[config.mk]
export PLATFORM = sky130hd
export DESIGN_NAME = bragen_top
export DESIGN_NICKNAME = d
export VERILOG_FILES = /design/src/bragen_pkg.sv /design/src/bragen_revc_add.sv /design/src/bragen_top.sv
export VERILOG_INCLUDE_DIRS = /design/src
export SDC_FILE = /design/constraint.sdc
export NUM_CORES = 1
export LEC_CHECK = 0
export BUFFER_PORTS_ARGS = -buffer_cell sky130_fd_sc_hd__buf_2
export CAP_MARGIN = 30
export CORE_ASPECT_RATIO = 1.1
export CORE_UTILIZATION = 40
export CTS_CLUSTER_DIAMETER = 80
export DETAILED_ROUTE_END_ITERATION = 12
export SLEW_MARGIN = 20
export SYNTH_ARGS = -nofsm -noshare
export SYNTH_HDL_FRONTEND = slang
export SYNTH_SLANG_ARGS = --single-unit
[constraint.sdc]
create_clock -name core_clk -period 3.9 [get_ports core_clk]
set_clock_uncertainty 0.2 [all_clocks]
set_input_delay 1.17 -clock core_clk [delete_from_list [all_inputs] [get_ports core_clk]]
set_output_delay 1.17 -clock core_clk [all_outputs]
set_load 0.05 [all_outputs]
[src/bragen_map.svh]
// Purpose: offsets, field positions and reset values of the bit-reversed AGU
// Assumes: included by the package and by the top module
// Notes: definitions only
`ifndef BRAGEN_MAP_SVH
`define BRAGEN_MAP_SVH

// ----------------------------------------
// register byte offsets
// ----------------------------------------
`define BRAGEN_ADDR_W 8
`define BRAGEN_OFS_MODCTL 8'h00
`define BRAGEN_OFS_BRCTL 8'h04
`define BRAGEN_OFS_STATUS 8'h08

// ----------------------------------------
// fields
// ----------------------------------------
`define BRAGEN_DATA_W 16
`define BRAGEN_PTR_W 16
`define BRAGEN_SEL_HI 3
`define BRAGEN_SEL_LO 0
`define BRAGEN_SEL_STACK 4'hF
`define BRAGEN_XR_MOD_BIT 13
`define BRAGEN_Y_MOD_BIT 14
`define BRAGEN_XW_MOD_BIT 15
`define BRAGEN_BITREV_ENABLE_BIT 15
`define BRAGEN_PIV_HI 14
`define BRAGEN_PIV_LO 0
`define BRAGEN_STAT_ACT_BIT 0
`define BRAGEN_STAT_EA_LO 16

// ----------------------------------------
// reset values and constants
// ----------------------------------------
`define BRAGEN_MODCTL_RST 16'h000F
`define BRAGEN_BRCTL_RST 16'h0000
`define BRAGEN_WORD_INC 16'h0002
`define BRAGEN_BYTE_INC 16'h0001
`define BRAGEN_RESP_OKAY 2'h0
`define BRAGEN_RESP_SLVERR 2'h2

`endif

[src/bragen_pkg.sv]
// Purpose: types shared by the bit-reversed address generator
// Assumes: bragen_map.svh defines widths
// Notes: state of the top is one packed struct
`include "bragen_map.svh"

package bragen_pkg;

    // ----------------------------------------
    // addressing modes of a write access
    // ----------------------------------------
    typedef enum logic [2:0] {
        BRAGEN_AM_DIRECT = 3'h0,
        BRAGEN_AM_POST_DEC = 3'h1,
        BRAGEN_AM_POST_INC = 3'h3,
        BRAGEN_AM_PRE_DEC = 3'h2,
        BRAGEN_AM_PRE_INC = 3'h6,
        BRAGEN_AM_OFFSET = 3'h7
    } bragen_am_e;

    typedef logic [`BRAGEN_PTR_W-1:0] bragen_ptr_t;
    typedef logic [`BRAGEN_DATA_W-1:0] bragen_reg_t;

    typedef struct packed {
        bragen_reg_t modctl;
        bragen_reg_t brctl;
        logic awready;
        logic wready;
        logic aw_have;
        logic w_have;
        logic [`BRAGEN_ADDR_W-1:0] awaddr;
        logic [31:0] wdata;
        logic [3:0] wstrb;
        logic bvalid;
        logic [1:0] bresp;
        logic arready;
        logic rvalid;
        logic [31:0] rdata;
        logic [1:0] rresp;
        logic ack;
        bragen_ptr_t ea;
        logic wb_en;
        bragen_ptr_t wb_val;
        logic br_act;
        logic xw_mod_en;
        logic y_mod_en;
        logic xr_mod_en;
        bragen_ptr_t last_ea;
        logic last_act;
    } bragen_state_s;

endpackage : bragen_pkg

[src/bragen_revc_add.sv]
// Purpose: adder whose carries run from the msb toward the lsb
// Assumes: purely combinational, same clock as its user
// Notes: done by mirroring both operands, adding, mirroring back
`timescale 1ns/1ps

module bragen_revc_add #(
    parameter int W = 16
) (
    input wire logic [W-1:0] op_a,
    input wire logic [W-1:0] op_b,
    output logic [W-1:0] sum
);

    logic [W-1:0] a_rev;
    logic [W-1:0] b_rev;
    logic [W-1:0] s_rev;

    generate
        if (W < 2) begin : g_chk
            $error("bragen_revc_add needs W of at least 2");
        end
        for (genvar i = 0; i < W; i++) begin : g_mirror
            assign a_rev[i] = op_a[W-1-i];
            assign b_rev[i] = op_b[W-1-i];
            assign sum[i] = s_rev[W-1-i];
        end
    endgenerate

    // carry out of the mirrored msb is dropped: the address wraps in the buffer
    assign s_rev = a_rev + b_rev;

endmodule : bragen_revc_add

[src/bragen_top.sv]
// Purpose: X write address generator with bit-reversed addressing
// Assumes: AXI4-Lite master for the control registers; request port driven by core logic
// Notes: one request per cycle, results one cycle later
//
// Operation
// - Bit reversal is possible only when the pointer select field is not 15 (never the stack).
// - Bit reversal also needs the enable bit at position 15 of the bit-reverse control register.
// - Bit reversal also needs register indirect with pre- or post-increment addressing.
// - A 15-bit pivot modifier is held and doubled into byte units before use.
// - Every bit-reversed address is word aligned, its lsb forced to zero.
// - Only word writes in pre/post-increment mode reverse; bytes and other modes stay normal.
// - When active the pointer is added to the pivot and the normal increment is ignored.
// - Bit reversal wins over modulo and turns modulo off in the X write and Y generators.
// - Modulo correction stays on in the X read generator while bit reversal is active.
// - Bit reversal exists only in the X generator and only for data writes.
// - The modifier is taken in normal bit order with its carries run toward the lsb; pointer and result stay in normal order.
//
// The register addresses and register access over AXI4-Lite were chosen for this implementation.
`timescale 1ns/1ps
`include "bragen_map.svh"

module bragen_top (
    input wire logic core_clk,
    input wire logic sys_rst,
    // axi4-lite slave
    input wire logic [`BRAGEN_ADDR_W-1:0] s_axi_awaddr,
    input wire logic [2:0] s_axi_awprot,
    input wire logic s_axi_awvalid,
    output logic s_axi_awready,
    input wire logic [31:0] s_axi_wdata,
    input wire logic [3:0] s_axi_wstrb,
    input wire logic s_axi_wvalid,
    output logic s_axi_wready,
    output logic [1:0] s_axi_bresp,
    output logic s_axi_bvalid,
    input wire logic s_axi_bready,
    input wire logic [`BRAGEN_ADDR_W-1:0] s_axi_araddr,
    input wire logic [2:0] s_axi_arprot,
    input wire logic s_axi_arvalid,
    output logic s_axi_arready,
    output logic [31:0] s_axi_rdata,
    output logic [1:0] s_axi_rresp,
    output logic s_axi_rvalid,
    input wire logic s_axi_rready,
    // x data-write request from the execution logic
    input wire logic agu_req,
    input wire logic [3:0] agu_ptr_sel,
    input wire bragen_pkg::bragen_am_e agu_mode,
    input wire logic agu_byte,
    input wire bragen_pkg::bragen_ptr_t agu_ptr,
    input wire bragen_pkg::bragen_ptr_t agu_offset,
    output logic agu_ack,
    output bragen_pkg::bragen_ptr_t agu_ea,
    output logic agu_wb_en,
    output bragen_pkg::bragen_ptr_t agu_wb_val,
    output logic agu_br_active,
    output logic xw_mod_en,
    output logic y_mod_en,
    output logic xr_mod_en
);
    import bragen_pkg::*;

    bragen_state_s st_r;
    bragen_state_s st_nxt;
    bragen_ptr_t rev_sum;
    bragen_ptr_t ptr_even;
    bragen_ptr_t piv_bytes;
    logic [`BRAGEN_PTR_W-2:0] rev_word;

    // ----------------------------------------
    // helpers
    // ----------------------------------------
    function automatic bragen_reg_t merge_lanes(input bragen_reg_t cur,
                                                input logic [31:0] data,
                                                input logic [3:0] strb);
        bragen_reg_t res;
        res = cur;
        for (int b = 0; b < 2; b++) begin
            if (strb[b]) begin
                res[b*8 +: 8] = data[b*8 +: 8];
            end
        end
        return res;
    endfunction : merge_lanes

    function automatic logic is_mapped(input logic [`BRAGEN_ADDR_W-1:0] a);
        return (a == `BRAGEN_OFS_MODCTL) || (a == `BRAGEN_OFS_BRCTL) ||
               (a == `BRAGEN_OFS_STATUS);
    endfunction : is_mapped

    // ----------------------------------------
    // reversed-carry adder
    // ----------------------------------------
    // pivot doubled into bytes; lsb of the pointer ignored for word data
    assign piv_bytes = {st_r.brctl[`BRAGEN_PIV_HI:`BRAGEN_PIV_LO], 1'b0};
    assign ptr_even = {agu_ptr[`BRAGEN_PTR_W-1:1], 1'b0};

    // added in word units: a carry that would reach the byte lsb is lost,
    // so the result stays even and wraps inside an aligned buffer
    bragen_revc_add #(
        .W(`BRAGEN_PTR_W-1)
    ) u_revc (
        .op_a(ptr_even[`BRAGEN_PTR_W-1:1]),
        .op_b(piv_bytes[`BRAGEN_PTR_W-1:1]),
        .sum(rev_word)
    );
    assign rev_sum = {rev_word, 1'b0};

    // ----------------------------------------
    // next state
    // ----------------------------------------
    always_comb begin
        logic br_elig;
        logic br_go;
        logic mod_xw;
        logic mod_y;
        bragen_ptr_t inc;
        bragen_ptr_t nrm_next;
        st_nxt = st_r;
        br_elig = 1'b0;
        br_go = 1'b0;
        mod_xw = 1'b0;
        mod_y = 1'b0;
        inc = agu_byte ? `BRAGEN_BYTE_INC : `BRAGEN_WORD_INC;
        nrm_next = agu_ptr;

        // --- register bus, write side ---
        if (s_axi_awvalid && st_r.awready) begin
            st_nxt.awready = 1'b0;
            st_nxt.aw_have = 1'b1;
            st_nxt.awaddr = s_axi_awaddr;
        end
        if (s_axi_wvalid && st_r.wready) begin
            st_nxt.wready = 1'b0;
            st_nxt.w_have = 1'b1;
            st_nxt.wdata = s_axi_wdata;
            st_nxt.wstrb = s_axi_wstrb;
        end
        if (st_r.aw_have && st_r.w_have && !st_r.bvalid) begin
            st_nxt.aw_have = 1'b0;
            st_nxt.w_have = 1'b0;
            st_nxt.bvalid = 1'b1;
            st_nxt.bresp = is_mapped(st_r.awaddr) ? `BRAGEN_RESP_OKAY : `BRAGEN_RESP_SLVERR;
            case (st_r.awaddr)
                `BRAGEN_OFS_MODCTL: begin
                    st_nxt.modctl = merge_lanes(st_r.modctl, st_r.wdata, st_r.wstrb);
                end
                // new value steers requests from the next cycle on
                `BRAGEN_OFS_BRCTL: begin
                    st_nxt.brctl = merge_lanes(st_r.brctl, st_r.wdata, st_r.wstrb);
                end
                default: begin
                end
            endcase
        end
        if (st_r.bvalid && s_axi_bready) begin
            st_nxt.bvalid = 1'b0;
            st_nxt.awready = 1'b1;
            st_nxt.wready = 1'b1;
        end

        // --- register bus, read side ---
        if (s_axi_arvalid && st_r.arready) begin
            st_nxt.arready = 1'b0;
            st_nxt.rvalid = 1'b1;
            st_nxt.rresp = is_mapped(s_axi_araddr) ? `BRAGEN_RESP_OKAY : `BRAGEN_RESP_SLVERR;
            case (s_axi_araddr)
                `BRAGEN_OFS_MODCTL: st_nxt.rdata = {16'h0000, st_r.modctl};
                `BRAGEN_OFS_BRCTL: st_nxt.rdata = {16'h0000, st_r.brctl};
                `BRAGEN_OFS_STATUS: begin
                    st_nxt.rdata = 32'h0000_0000;
                    st_nxt.rdata[`BRAGEN_STAT_EA_LO +: `BRAGEN_PTR_W] = st_r.last_ea;
                    st_nxt.rdata[`BRAGEN_STAT_ACT_BIT] = st_r.last_act;
                end
                default: st_nxt.rdata = 32'h0000_0000;
            endcase
        end
        if (st_r.rvalid && s_axi_rready) begin
            st_nxt.rvalid = 1'b0;
            st_nxt.arready = 1'b1;
        end

        // --- bit-reverse enabling ---
        // this port carries x data writes only, so reversal never reaches reads
        br_elig = (st_r.modctl[`BRAGEN_SEL_HI:`BRAGEN_SEL_LO] != `BRAGEN_SEL_STACK) &&
                  st_r.brctl[`BRAGEN_BITREV_ENABLE_BIT];
        br_go = br_elig && !agu_byte &&
                (agu_ptr_sel == st_r.modctl[`BRAGEN_SEL_HI:`BRAGEN_SEL_LO]) &&
                ((agu_mode == BRAGEN_AM_PRE_INC) || (agu_mode == BRAGEN_AM_POST_INC));

        // --- modulo gating ---
        // modulo gated whenever the request inputs qualify for reversal, even while agu_req is low
        mod_xw = st_r.modctl[`BRAGEN_XW_MOD_BIT] && !br_go;
        mod_y = st_r.modctl[`BRAGEN_Y_MOD_BIT] && !br_go;
        st_nxt.xw_mod_en = mod_xw;
        st_nxt.y_mod_en = mod_y;
        st_nxt.xr_mod_en = st_r.modctl[`BRAGEN_XR_MOD_BIT];

        // --- effective address ---
        st_nxt.ack = agu_req;
        st_nxt.br_act = agu_req && br_go;
        if (agu_req) begin
            st_nxt.wb_en = 1'b0;
            st_nxt.wb_val = agu_ptr;
            case (agu_mode)
                BRAGEN_AM_POST_INC: begin
                    nrm_next = agu_ptr + inc;
                    st_nxt.ea = agu_ptr;
                    st_nxt.wb_en = 1'b1;
                end
                BRAGEN_AM_PRE_INC: begin
                    nrm_next = agu_ptr + inc;
                    st_nxt.ea = nrm_next;
                    st_nxt.wb_en = 1'b1;
                end
                BRAGEN_AM_POST_DEC: begin
                    nrm_next = agu_ptr - inc;
                    st_nxt.ea = agu_ptr;
                    st_nxt.wb_en = 1'b1;
                end
                BRAGEN_AM_PRE_DEC: begin
                    nrm_next = agu_ptr - inc;
                    st_nxt.ea = nrm_next;
                    st_nxt.wb_en = 1'b1;
                end
                BRAGEN_AM_OFFSET: st_nxt.ea = agu_ptr + agu_offset;
                default: st_nxt.ea = agu_ptr;
            endcase
            st_nxt.wb_val = nrm_next;
            if (br_go) begin
                // increment is dropped; pivot is added with reversed carries
                st_nxt.wb_val = rev_sum;
                st_nxt.ea = (agu_mode == BRAGEN_AM_PRE_INC) ? rev_sum : ptr_even;
            end
            st_nxt.last_ea = st_nxt.ea;
            st_nxt.last_act = br_go;
        end
    end

    // ----------------------------------------
    // state register
    // ----------------------------------------
    always_ff @(posedge core_clk) begin
        if (sys_rst) begin
            st_r <= '0;
            st_r.modctl <= `BRAGEN_MODCTL_RST;
            st_r.brctl <= `BRAGEN_BRCTL_RST;
            st_r.awready <= 1'b1;
            st_r.wready <= 1'b1;
            st_r.arready <= 1'b1;
        end else begin
            st_r <= st_nxt;
        end
    end

    // ----------------------------------------
    // outputs
    // ----------------------------------------
    assign s_axi_awready = st_r.awready;
    assign s_axi_wready = st_r.wready;
    assign s_axi_bvalid = st_r.bvalid;
    assign s_axi_bresp = st_r.bresp;
    assign s_axi_arready = st_r.arready;
    assign s_axi_rvalid = st_r.rvalid;
    assign s_axi_rdata = st_r.rdata;
    assign s_axi_rresp = st_r.rresp;
    assign agu_ack = st_r.ack;
    assign agu_ea = st_r.ea;
    assign agu_wb_en = st_r.wb_en;
    assign agu_wb_val = st_r.wb_val;
    assign agu_br_active = st_r.br_act;
    assign xw_mod_en = st_r.xw_mod_en;
    assign y_mod_en = st_r.y_mod_en;
    assign xr_mod_en = st_r.xr_mod_en;

endmodule : bragen_top

=== Word level (Yosys, flattened, before mapping) ===
Index checks and enable logic that the tools add are counted.

* Flip-flop bits (word level): 140
* Latch bits: 0
* Memory bits (writable): 0
* Bits in read-only memories: 0
* Word-level logic and storage cells: 85
* Memories: 0

* $add $sub $neg: 4
* Multipliers: 0
* Divide/modulo/power cells: 0
* Magnitude comparators: 0
* Equal/unequal tests: 11
* Shifts and indexed selects: 0
* Muxes and demuxes: 10
* Bitwise gates (word level): 0
* Reduce and logical (&&, ||, !) cells: 34

{| class="wikitable"
|+ Operators with widths
! cell !! number
|-
| case mux 32 bit (3 select lines) || 1
|-
| 2-to-1 mux 16 bit || 3
|-
| case mux 16 bit (3 select lines) || 1
|-
| case mux 16 bit (2 select lines) || 1
|-
| adder 16 bit || 1
|-
| adder 16 x 2 -> 16 bit || 1
|-
| == test 8 x 3 -> 1 bit, second input constant || 2
|-
| == test 8 x 4 -> 1 bit, second input constant || 2
|-
| logical NOT 8 bit || 2
|-
| subtractor 16 x 2 -> 16 bit || 1
|-
| adder 15 bit || 1
|-
| logical AND 1 bit || 14
|-
| AND reduction 3 bit || 4
|-
| OR reduction 2 bit || 5
|-
| == test 3 x 2 -> 1 bit, second input constant || 2
|-
| == test 3 bit, second input constant || 2
|-
| 2-to-1 mux 2 bit || 3
|-
| logical OR 1 bit || 5
|-
| == test 4 bit || 1
|-
| != test 4 bit, second input constant || 1
|-
| OR reduction 4 bit || 1
|-
| == test 3 x 1 -> 1 bit, second input constant || 1
|-
| logical NOT 1 bit || 3
|-
| 2-to-1 mux 1 bit || 1
|}

=== Depth between registers and ports, before layout ===
Gate-level depths: netlist of run 1.

* Depth in word-level cells: 7
* Depth in mapped cells: 12
* Mapped depth without buffers: 11

=== Cells and area by module ===
From an unflattened synthesis of run 1, not the netlist that was laid out.

* Cell total of the unflattened synthesis: 1176
* Area total of the unflattened synthesis: 9183.8 um^2

{| class="wikitable"
|+ By module, submodules not included
! module !! times used !! cells an instance !! area each (um^2) !! seq. area each (um^2)
|-
| bragen_top || 1 || 1098 || 8570.7 || 2762.6
|-
| bragen_revc_add || 1 || 78 || 613.1 || 0.0
|}

=== Least setup slack after synthesis of run 1 ===
No wires, ideal clock.

* Kind: input to register
* Start point: input port agu_ptr[0]
* End point: register st_r, in the netlist agu_wb_val[12]
* Arrival: 3.564 ns
* Data required time: 3.583 ns
* Setup slack: 0.018 ns
* Stages: 12
* Path buffers: 1
* Cells stage by stage: inv_1 -> ha_1 -> inv_1 -> fa_1 -> or3_1 -> clkbuf_1 -> nor3_1 -> nand2_1 -> xnor2_1 -> a221oi_1 -> o211ai_1 -> a32o_1

* Cells in the longest elaborated chain, start to end: 3
* Elaborated cells on any way between the ends: 4

{| class="wikitable"
|+ RTL lines
! what !! line !! source
|-
| start, declared || bragen_top.sv:50 || <nowiki>input wire bragen_pkg::bragen_ptr_t agu_ptr,</nowiki>
|-
| subtractor 16 x 2 -> 16 bit or adder 16 x 2 -> 16 bit (tied branches) || - ||
|-
| case mux 16 bit (2 select lines) * || bragen_top.sv:205 || <nowiki>case (agu_mode)</nowiki>
|-
| 2-to-1 mux 16 bit * || bragen_top.sv:230 || <nowiki>if (br_go) begin</nowiki>
|-
| end signal, assigned || bragen_top.sv:252 || <nowiki>st_r <= st_nxt;</nowiki>
|-
| end, declared || bragen_top.sv:63 || <nowiki>bragen_state_s st_r;</nowiki>
|}

Every way passes the cells marked *; elsewhere a longest branch is shown, timed or not.
A chain may end at the register's enable or synchronous reset.

=== Worst setup path in the final report of run 1 ===
* Start point: input port agu_ptr[0]
* End point: register st_r, in the netlist agu_wb_val[8]

The elaborated chain is that of the path after synthesis.

==> results by group, run 1 <==
Drt
  • Vias/cell: 5.62
  • Avg WL per Cell: 18.6 µm
  • Initial DRC Count: 777
  • Metal3 WL: 1940 µm
  • Met2 Wirelength: 14200 µm
  • DR top layer: met4
  • WL final: 30300 µm
  • Residual DRC: 0
  • First-pass DRT Iterations: 5
  • DR vias: 9181
  • Antenna Nets Post-Route: 0
  • M1 WL: 12800 µm

Timing
  • Rel. slew slack: 49.3%
  • # setup viols final: 0
  • Crit share post-route: 91.7%
  • RSZ-0062 raised after global routing: false
  • Fmax: 0.280 GHz
  • Final Hold Violating Endpoints: 0
  • Worst Tran Pin Value: 0.758 ns
  • Max-slew violation count: 0
  • Minimum clock period: 3.58 ns
  • PnR worst setup slack: 0.324 ns

Layout
  • Multi-input gate area: 0.00548 mm²
  • Commonest non-fill, non-tap cell in the layout: nand2_1
  • Layout cell share with drive strength beyond 1: 21.7%
  • # fillers: 2280
  • Ant. Diodes: 0
  • Area growth from synthesis to layout: 17.7%
  • Seq. cell area: 0.00276 mm²
  • Most frequent cells in the layout: nand2_1 (159), buf_2 (157), dfxtp_1 (138), nor2_1 (122), a21oi_1 (117)
  • Final core occ: 48.4%
  • Nets: 1470

Synth
  • Post-synth EDFFs: 0
  • Post-Syn Area: 0.00916 mm²
  • Yosys top cell by area: dfxtp_1
  • Syn_area_per_cell: 7.56 µm²
  • Synth Flop Type: dfxtp_1
  • Asr flop ratio synth: 0%
  • Syn Inst Count: 1212
  • Synth Warn #: 0
  • Cell variety after synth: 76
  • FF+latch count, synth: 138
  • Area share of the leading cell type in the synthesized netlist: 30.2%
  • Synth area leaders: dfxtp_1 (30%), nand2_1 (6.5%), a21oi_1 (6.4%), buf_4 (5.6%), nor2_1 (5.0%)
  • Post-synthesis sequential area ratio: 30.2%

Global route
  • First-pass GRT wire length: 47700 µm
  • GR Util All Layers: 26.1%
  • Initial antenna violation count: 1
  • Vias in the first global route: 8506
  • Grt total ovfl: 0
  • Largest net degree at the start of global routing: 62

Placed design
  • Buffers on Ports: 158
  • GP Congestion: 0.953
  • DP Wirelength: 23200 µm
  • Pre-CTS setup slack: -0.0710 ns

CTS
  • Post-CTS Setup Inserts: 0
  • CTS clk-pin slew, worst paths: 0.06 ns
  • CTS tree: built
  • CTS resizes: 0
  • Worst-Skew Late Latency: 0.42 ns
  • Total clock sinks: 138
  • Htree depth: 4
  • CTS Hold Bufs: 0
  • Root Driver: clkbuf_16
  • Longest Clk Path Bufs: 2
  • Num CTS Buffers: 17

Run status
  • Outcome: complete, no violations

Floorplanning
  • IO Pins: 185
  • Die area: 0.0235 mm²
  • Rows: 57
  • Die Ht: 161 µm
  • Core area: 0.0223 mm²
  • Die width: 146 µm
  • Initial core utilization: 41.2%

Flow run
  • Max_cap viols: 0

Setup path
  • Setup crit start kind: input pin
  • CP dominant cell by count: inv_1
  • Cell Chain, Critical Path: buf_2 -> inv_1 -> ha_1 -> inv_1 -> fa_1 -> or3_1 -> nor3_1 -> buf_4 -> mux2_1 -> a22oi_1 -> o221ai_1 -> nand3_1 -> o211ai_1
  • Critical path class: in2reg
  • Crit path largest cell delay: 0.42 ns
  • Slowest-stage cell, CP: or3_1
  • Crit path DAT: 3.67 ns
  • CP bufs+invs: 4
  • Crit end category: flip-flop
  • Top delay family on crit path: simple AND/OR/NAND/NOR gates
  • CP Max Fanout: 4
  • Worst path required time: 3.99 ns

Power
  • Pwr Total: 3.89 mW
  • P per Cell Area: 361 mW/mm²
  • Lkg Pwr: 4.50 nW
  • Peak VDD IR: 0.000337 V

Hold path
  • Worst hold path class: reg2reg
-- flip-flops by register name, indices dropped and copies added, names as in the netlist --
signal,cells
st_r,61
s_axi_rdata,32
agu_wb_val,16
piv_bytes,15
agu_ack,1
agu_br_active,1
agu_wb_en,1
s_axi_arready,1
s_axi_awready,1
s_axi_bresp,1
s_axi_bvalid,1
s_axi_rresp,1
s_axi_rvalid,1
s_axi_wready,1
st_nxt,1
xr_mod_en,1
xw_mod_en,1
y_mod_en,1
-- cell families (layout without fill, tap and decap cells) --
kind of cell	count (synthesis)	in the layout	synth area share, %
mux	17	17	1.90
xor+xnor	54	54	5.16
compound gates	350	350	24.7
fa+ha+maj	38	38	5.52
buf+inv	177	303	10.1
other cells	1	2	0.0409
simple gates	437	437	22.4
flops	138	138	30.2
-- metal layers --
layer	track usage (%)	vias up
met5	0	-
met4	13.3	0
met3	5.03	61
met2	42.8	325
met1	32.5	4291
li1	-	4504
-- layout make-up --
class | instances | area share [%]
clock buffers | 19 | 4.20
flip-flops and latches | 138 | 25.6
inverters | 28 | 0.975
repair buffers | 243 | 13.6
well taps | 295 | 3.43
clock inverters | 13 | 1.25
multi-input cells | 898 | 50.9
-- path summary, 6_finish.rpt --
path	from	end	slack [ns]	cells past startpoint
hold / removal	st_r[0]	st_r[0]	0.25	2
hold reg to reg	st_r[0]	st_r[0]	0.25	2
setup reg to reg	piv_bytes[15]	agu_wb_val[3]	1.05	11
setup / recovery	agu_ptr[0]	agu_wb_val[8]	0.32	13
-- report_power, final --
group	internal [mW]	switching, mW	total [mW]
clock	0.931	0.685	1.62
combinational	0.268	0.502	0.770
sequential	1.46	0.0472	1.51
-- through the flow --
step	TNS (ns)	instances	hold WS, ns	instance area, µm²
final	0	1634	0.251	10800
after global routing	0	1634	0.274	10800
after detailed placement	-0.135	1602	0.237	10200
after floorplan	0	1213	0.222	9160
after global placement	-0.0886	1602	0.235	10200
after CTS	0	1634	0.250	10800
-- tightest hold or removal path: cells and delay by family, from the launching register on --
kind          cells  cell delay [ns]
flops             1             0.31
simple gates      2             0.09
-- cell usage after synthesis, types with 10 or more instances --
cell,n
nor2b_1,15
a211oi_1,10
o22ai_1,10
a22oi_1,39
nand2_1,159
ha_1,34
o21ai_0,33
nand3_1,39
nand2b_1,10
nor2_1,122
inv_1,23
a21oi_1,117
a31oi_1,18
dfxtp_1,138
xnor2_1,36
o211ai_1,11
a21o_1,10
xor2_1,18
buf_4,68
mux2i_1,14
o21ai_1,25
clkbuf_1,71
nor3_1,22
No activity file was read; power rests on OpenSTA's default activity.
==> run 2: changes to the inputs <==
- GPL_TIMING_DRIVEN: not set -> 0
- PLACE_DENSITY: not set -> 0.73
==> run 2 against run 1 <==
Combinational power increased by 3.6%. Design area rose by 1.4%. Clock power hardly changed. Hold slack improved by 0.0015 ns. Non-clock buffer count increased by 59. Critical path depth is 1 lower. Die area unchanged. Worst setup slack got worse by 0.24 ns. Sequential share of layout area fell by 0.36 points. Largest power group unchanged.
==> results by group, run 2 (synthesis results as in run 1) <==
Run status
  • Outcome: complete, no violations

Hold path
  • WHS Path Cells: 2 (unchanged)
  • Worst hold path class: reg2reg

Timing
  • Minimum clock period: 3.82 ns (+0.242 ns)
  • Rel. slew slack: 42.0% (-7.3 points)
  • Setup TNS Final: 0 ns (unchanged)
  • RSZ-0062 raised after global routing: false
  • # setup viols final: 0 (unchanged)
  • Fin Hold WS: 0.253 ns (+0.00151 ns)
  • Final Hold Violating Endpoints: 0 (unchanged)
  • Worst Tran Pin Value: 0.867 ns (+0.109 ns)
  • Max-slew violation count: 0 (unchanged)
  • Fmax: 0.262 GHz (-6.3%)
  • Crit share post-route: 97.9% (+6.2 points)

Floorplanning
  • Die area: 0.0235 mm² (unchanged)
  • IO Pins: 185 (unchanged)
  • Rows: 57 (unchanged)
  • Die width: 146 µm (unchanged)
  • Initial core utilization: 41.2% (unchanged)
  • Die Ht: 161 µm (unchanged)
  • Core area: 0.0223 mm² (unchanged)

Layout
  • Commonest non-fill, non-tap cell in the layout: nand2_1
  • Max FFs per register: 61 (unchanged)
  • Layout cell share with drive strength beyond 1: 20.1% (-1.6 points)
  • Most frequent cells in the layout: nand2_1 (159), buf_2 (158), dfxtp_1 (138), nor2_1 (121), a21oi_1 (117)
  • Nets: 1529 (+4.0%)
  • Most flops, register: st_r
  • # fillers: 2222 (-2.5%)
  • Area growth from synthesis to layout: 19.3%

Global route
  • First-pass GRT wire length: 51200 µm (+7.2%)
  • Vias in the first global route: 8889 (+4.5%)
  • GR Util All Layers: 28.7% (+2.6 points)
  • Initial antenna violation count: 1 (unchanged)
  • Grt total ovfl: 0 (unchanged)
  • Largest net degree at the start of global routing: 17 (-73%)

Setup path
  • Crit path DAT: 3.96 ns (+0.29 ns)
  • Critical path depth: 12 (-1)
  • Worst path required time: 4.05 ns (+0.06 ns)
  • CP Max Fanout: 7 (+3)
  • R2R cell count: 8 (-3)
  • Critical path class: in2reg
  • Top delay family on crit path: simple AND/OR/NAND/NOR gates
  • Setup crit start kind: input pin
  • Crit end category: flip-flop
  • Slowest-stage cell, CP: or4b_4
  • Crit path largest cell delay: 0.55 ns (+0.13 ns)
  • Cell Chain, Critical Path: buf_2 -> inv_1 -> ha_1 -> inv_1 -> fa_1 -> or3_4 -> or4b_4 -> o21bai_1 -> o31ai_1 -> mux2i_1 -> o221ai_2 -> nor3_1
  • CP dominant cell by count: inv_1
  • CP bufs+invs: 3 (-1)

CTS
  • CTS tree: built
  • Total clock sinks: 138 (unchanged)
  • Htree depth: 4 (unchanged)
  • CTS Hold Bufs: 0 (unchanged)
  • Root Driver: clkbuf_16
  • Num CTS Buffers: 17 (unchanged)
  • CTS clk-pin slew, worst paths: 0.06 ns (about the same)
  • Worst-Skew Late Latency: 0.43 ns (about the same)
  • Longest Clk Path Bufs: 2 (unchanged)

Power
  • P per Cell Area: 359 mW/mm² (-0.69%)
  • Peak VDD IR: 0.000374 V (+11%)
  • Pwr Total: 3.92 mW (+0.73%)
  • Lkg Pwr: 4.52 nW (+0.37%)

Drt
  • Residual DRC: 0 (unchanged)
  • First-pass DRT Iterations: 7 (+2)
  • Initial DRC Count: 901 (+16%)
  • DR vias: 9712 (+5.8%)
  • Met2 Wirelength: 15700 µm (+10%)
  • DR top layer: met4
  • Avg WL per Cell: 20.0 µm (+7.8%)
  • Antenna Nets Post-Route: 0 (unchanged)
  • Metal3 WL: 2300 µm (+19%)
  • Vias/cell: 5.73 (+2.0%)
  • M1 WL: 14300 µm (+12%)
  • WL final: 33900 µm (+12%)

Flow run
  • Max_cap viols: 0 (unchanged)

Placed design
  • Buffers on Ports: 155 (-1.9%)
  • DP Wirelength: 26300 µm (+14%)
  • GP Congestion: 0.986 (+3.4%)
==> run 2: cell types whose count changed in the layout (fill, tap and decap cells not counted), moves of 2 or more <==
cell,before,now
clkbuf_1,0,69
buf_4,83,68
buf_1,0,7
clkinv_4,5,0
clkinvlp_4,1,5
buf_12,3,0
clkbuf_2,0,2
inv_8,2,0
==> run 2: per-layer routing <==
metal	track usage, %	vias up
li1	-	4620
met1	36.6	4562
met2	46.9	435
met3	4.38	95
met4	14.5	0
met5	0	-
==> run 2: layout make-up <==
| cell class | instances | area (µm²) | share of cell area (%) |
|---|---|---|---|
| plain buffers | 147 | 813 | 7.44 |
| flip-flops and latches | 138 | 2760 | 25.3 |
| clock buffers | 20 | 447 | 4.09 |
| well taps | 295 | 369 | 3.38 |
| inverters | 28 | 105 | 0.962 |
| clock inverters | 12 | 138 | 1.26 |
| multi-input cells | 898 | 5520 | 50.5 |
| repair buffers | 155 | 776 | 7.10 |
| diodes | 1 | 2.50 | 0.0229 |
==> run 2: worst paths after layout <==
check / startpoint / end / slack (ns)
max: agu_ptr[0] / agu_wb_val[10] / 0.08
min reg2reg: st_r[131] / st_r[131] / 0.25
max reg2reg: piv_bytes[10] / agu_wb_val[4] / 0.94
min: st_r[131] / st_r[131] / 0.25
==> run 2: where the power goes <==
part | internal, mW | total (mW) | switching (mW)
Combinational | 0.263 | 0.798 | 0.534
Sequential | 1.46 | 1.51 | 0.0481
Clock | 0.964 | 1.62 | 0.651
==> run 2: through the flow <==
stage               cell area (µm²)  std cells  util (%)  setup WS [ns]
floorplan                      9160       1213         -         0.0184
global placement              10300       1663      46.3         -0.724
detailed placement            10300       1663      46.4         -0.631
CTS                           10900       1694      49.0         0.0357
global route                  10900       1694      49.1         0.0155
finish                        10900       1694      49.1         0.0823
==> run 2: tightest hold or removal path, stage by stage, from the launching register on <==
cell and delay [ns]:
dfxtp_1 0.31, nand2_1 0.05, a21oi_1 0.05
==> run 2: timing repair <==
action | CTS | global route
pin swaps | 0 | 1
buffers inserted | 0 | 0
resized for setup | 3 | 8
gates cloned | 0 | 0
endpoints found under the setup margin | 11 | 8
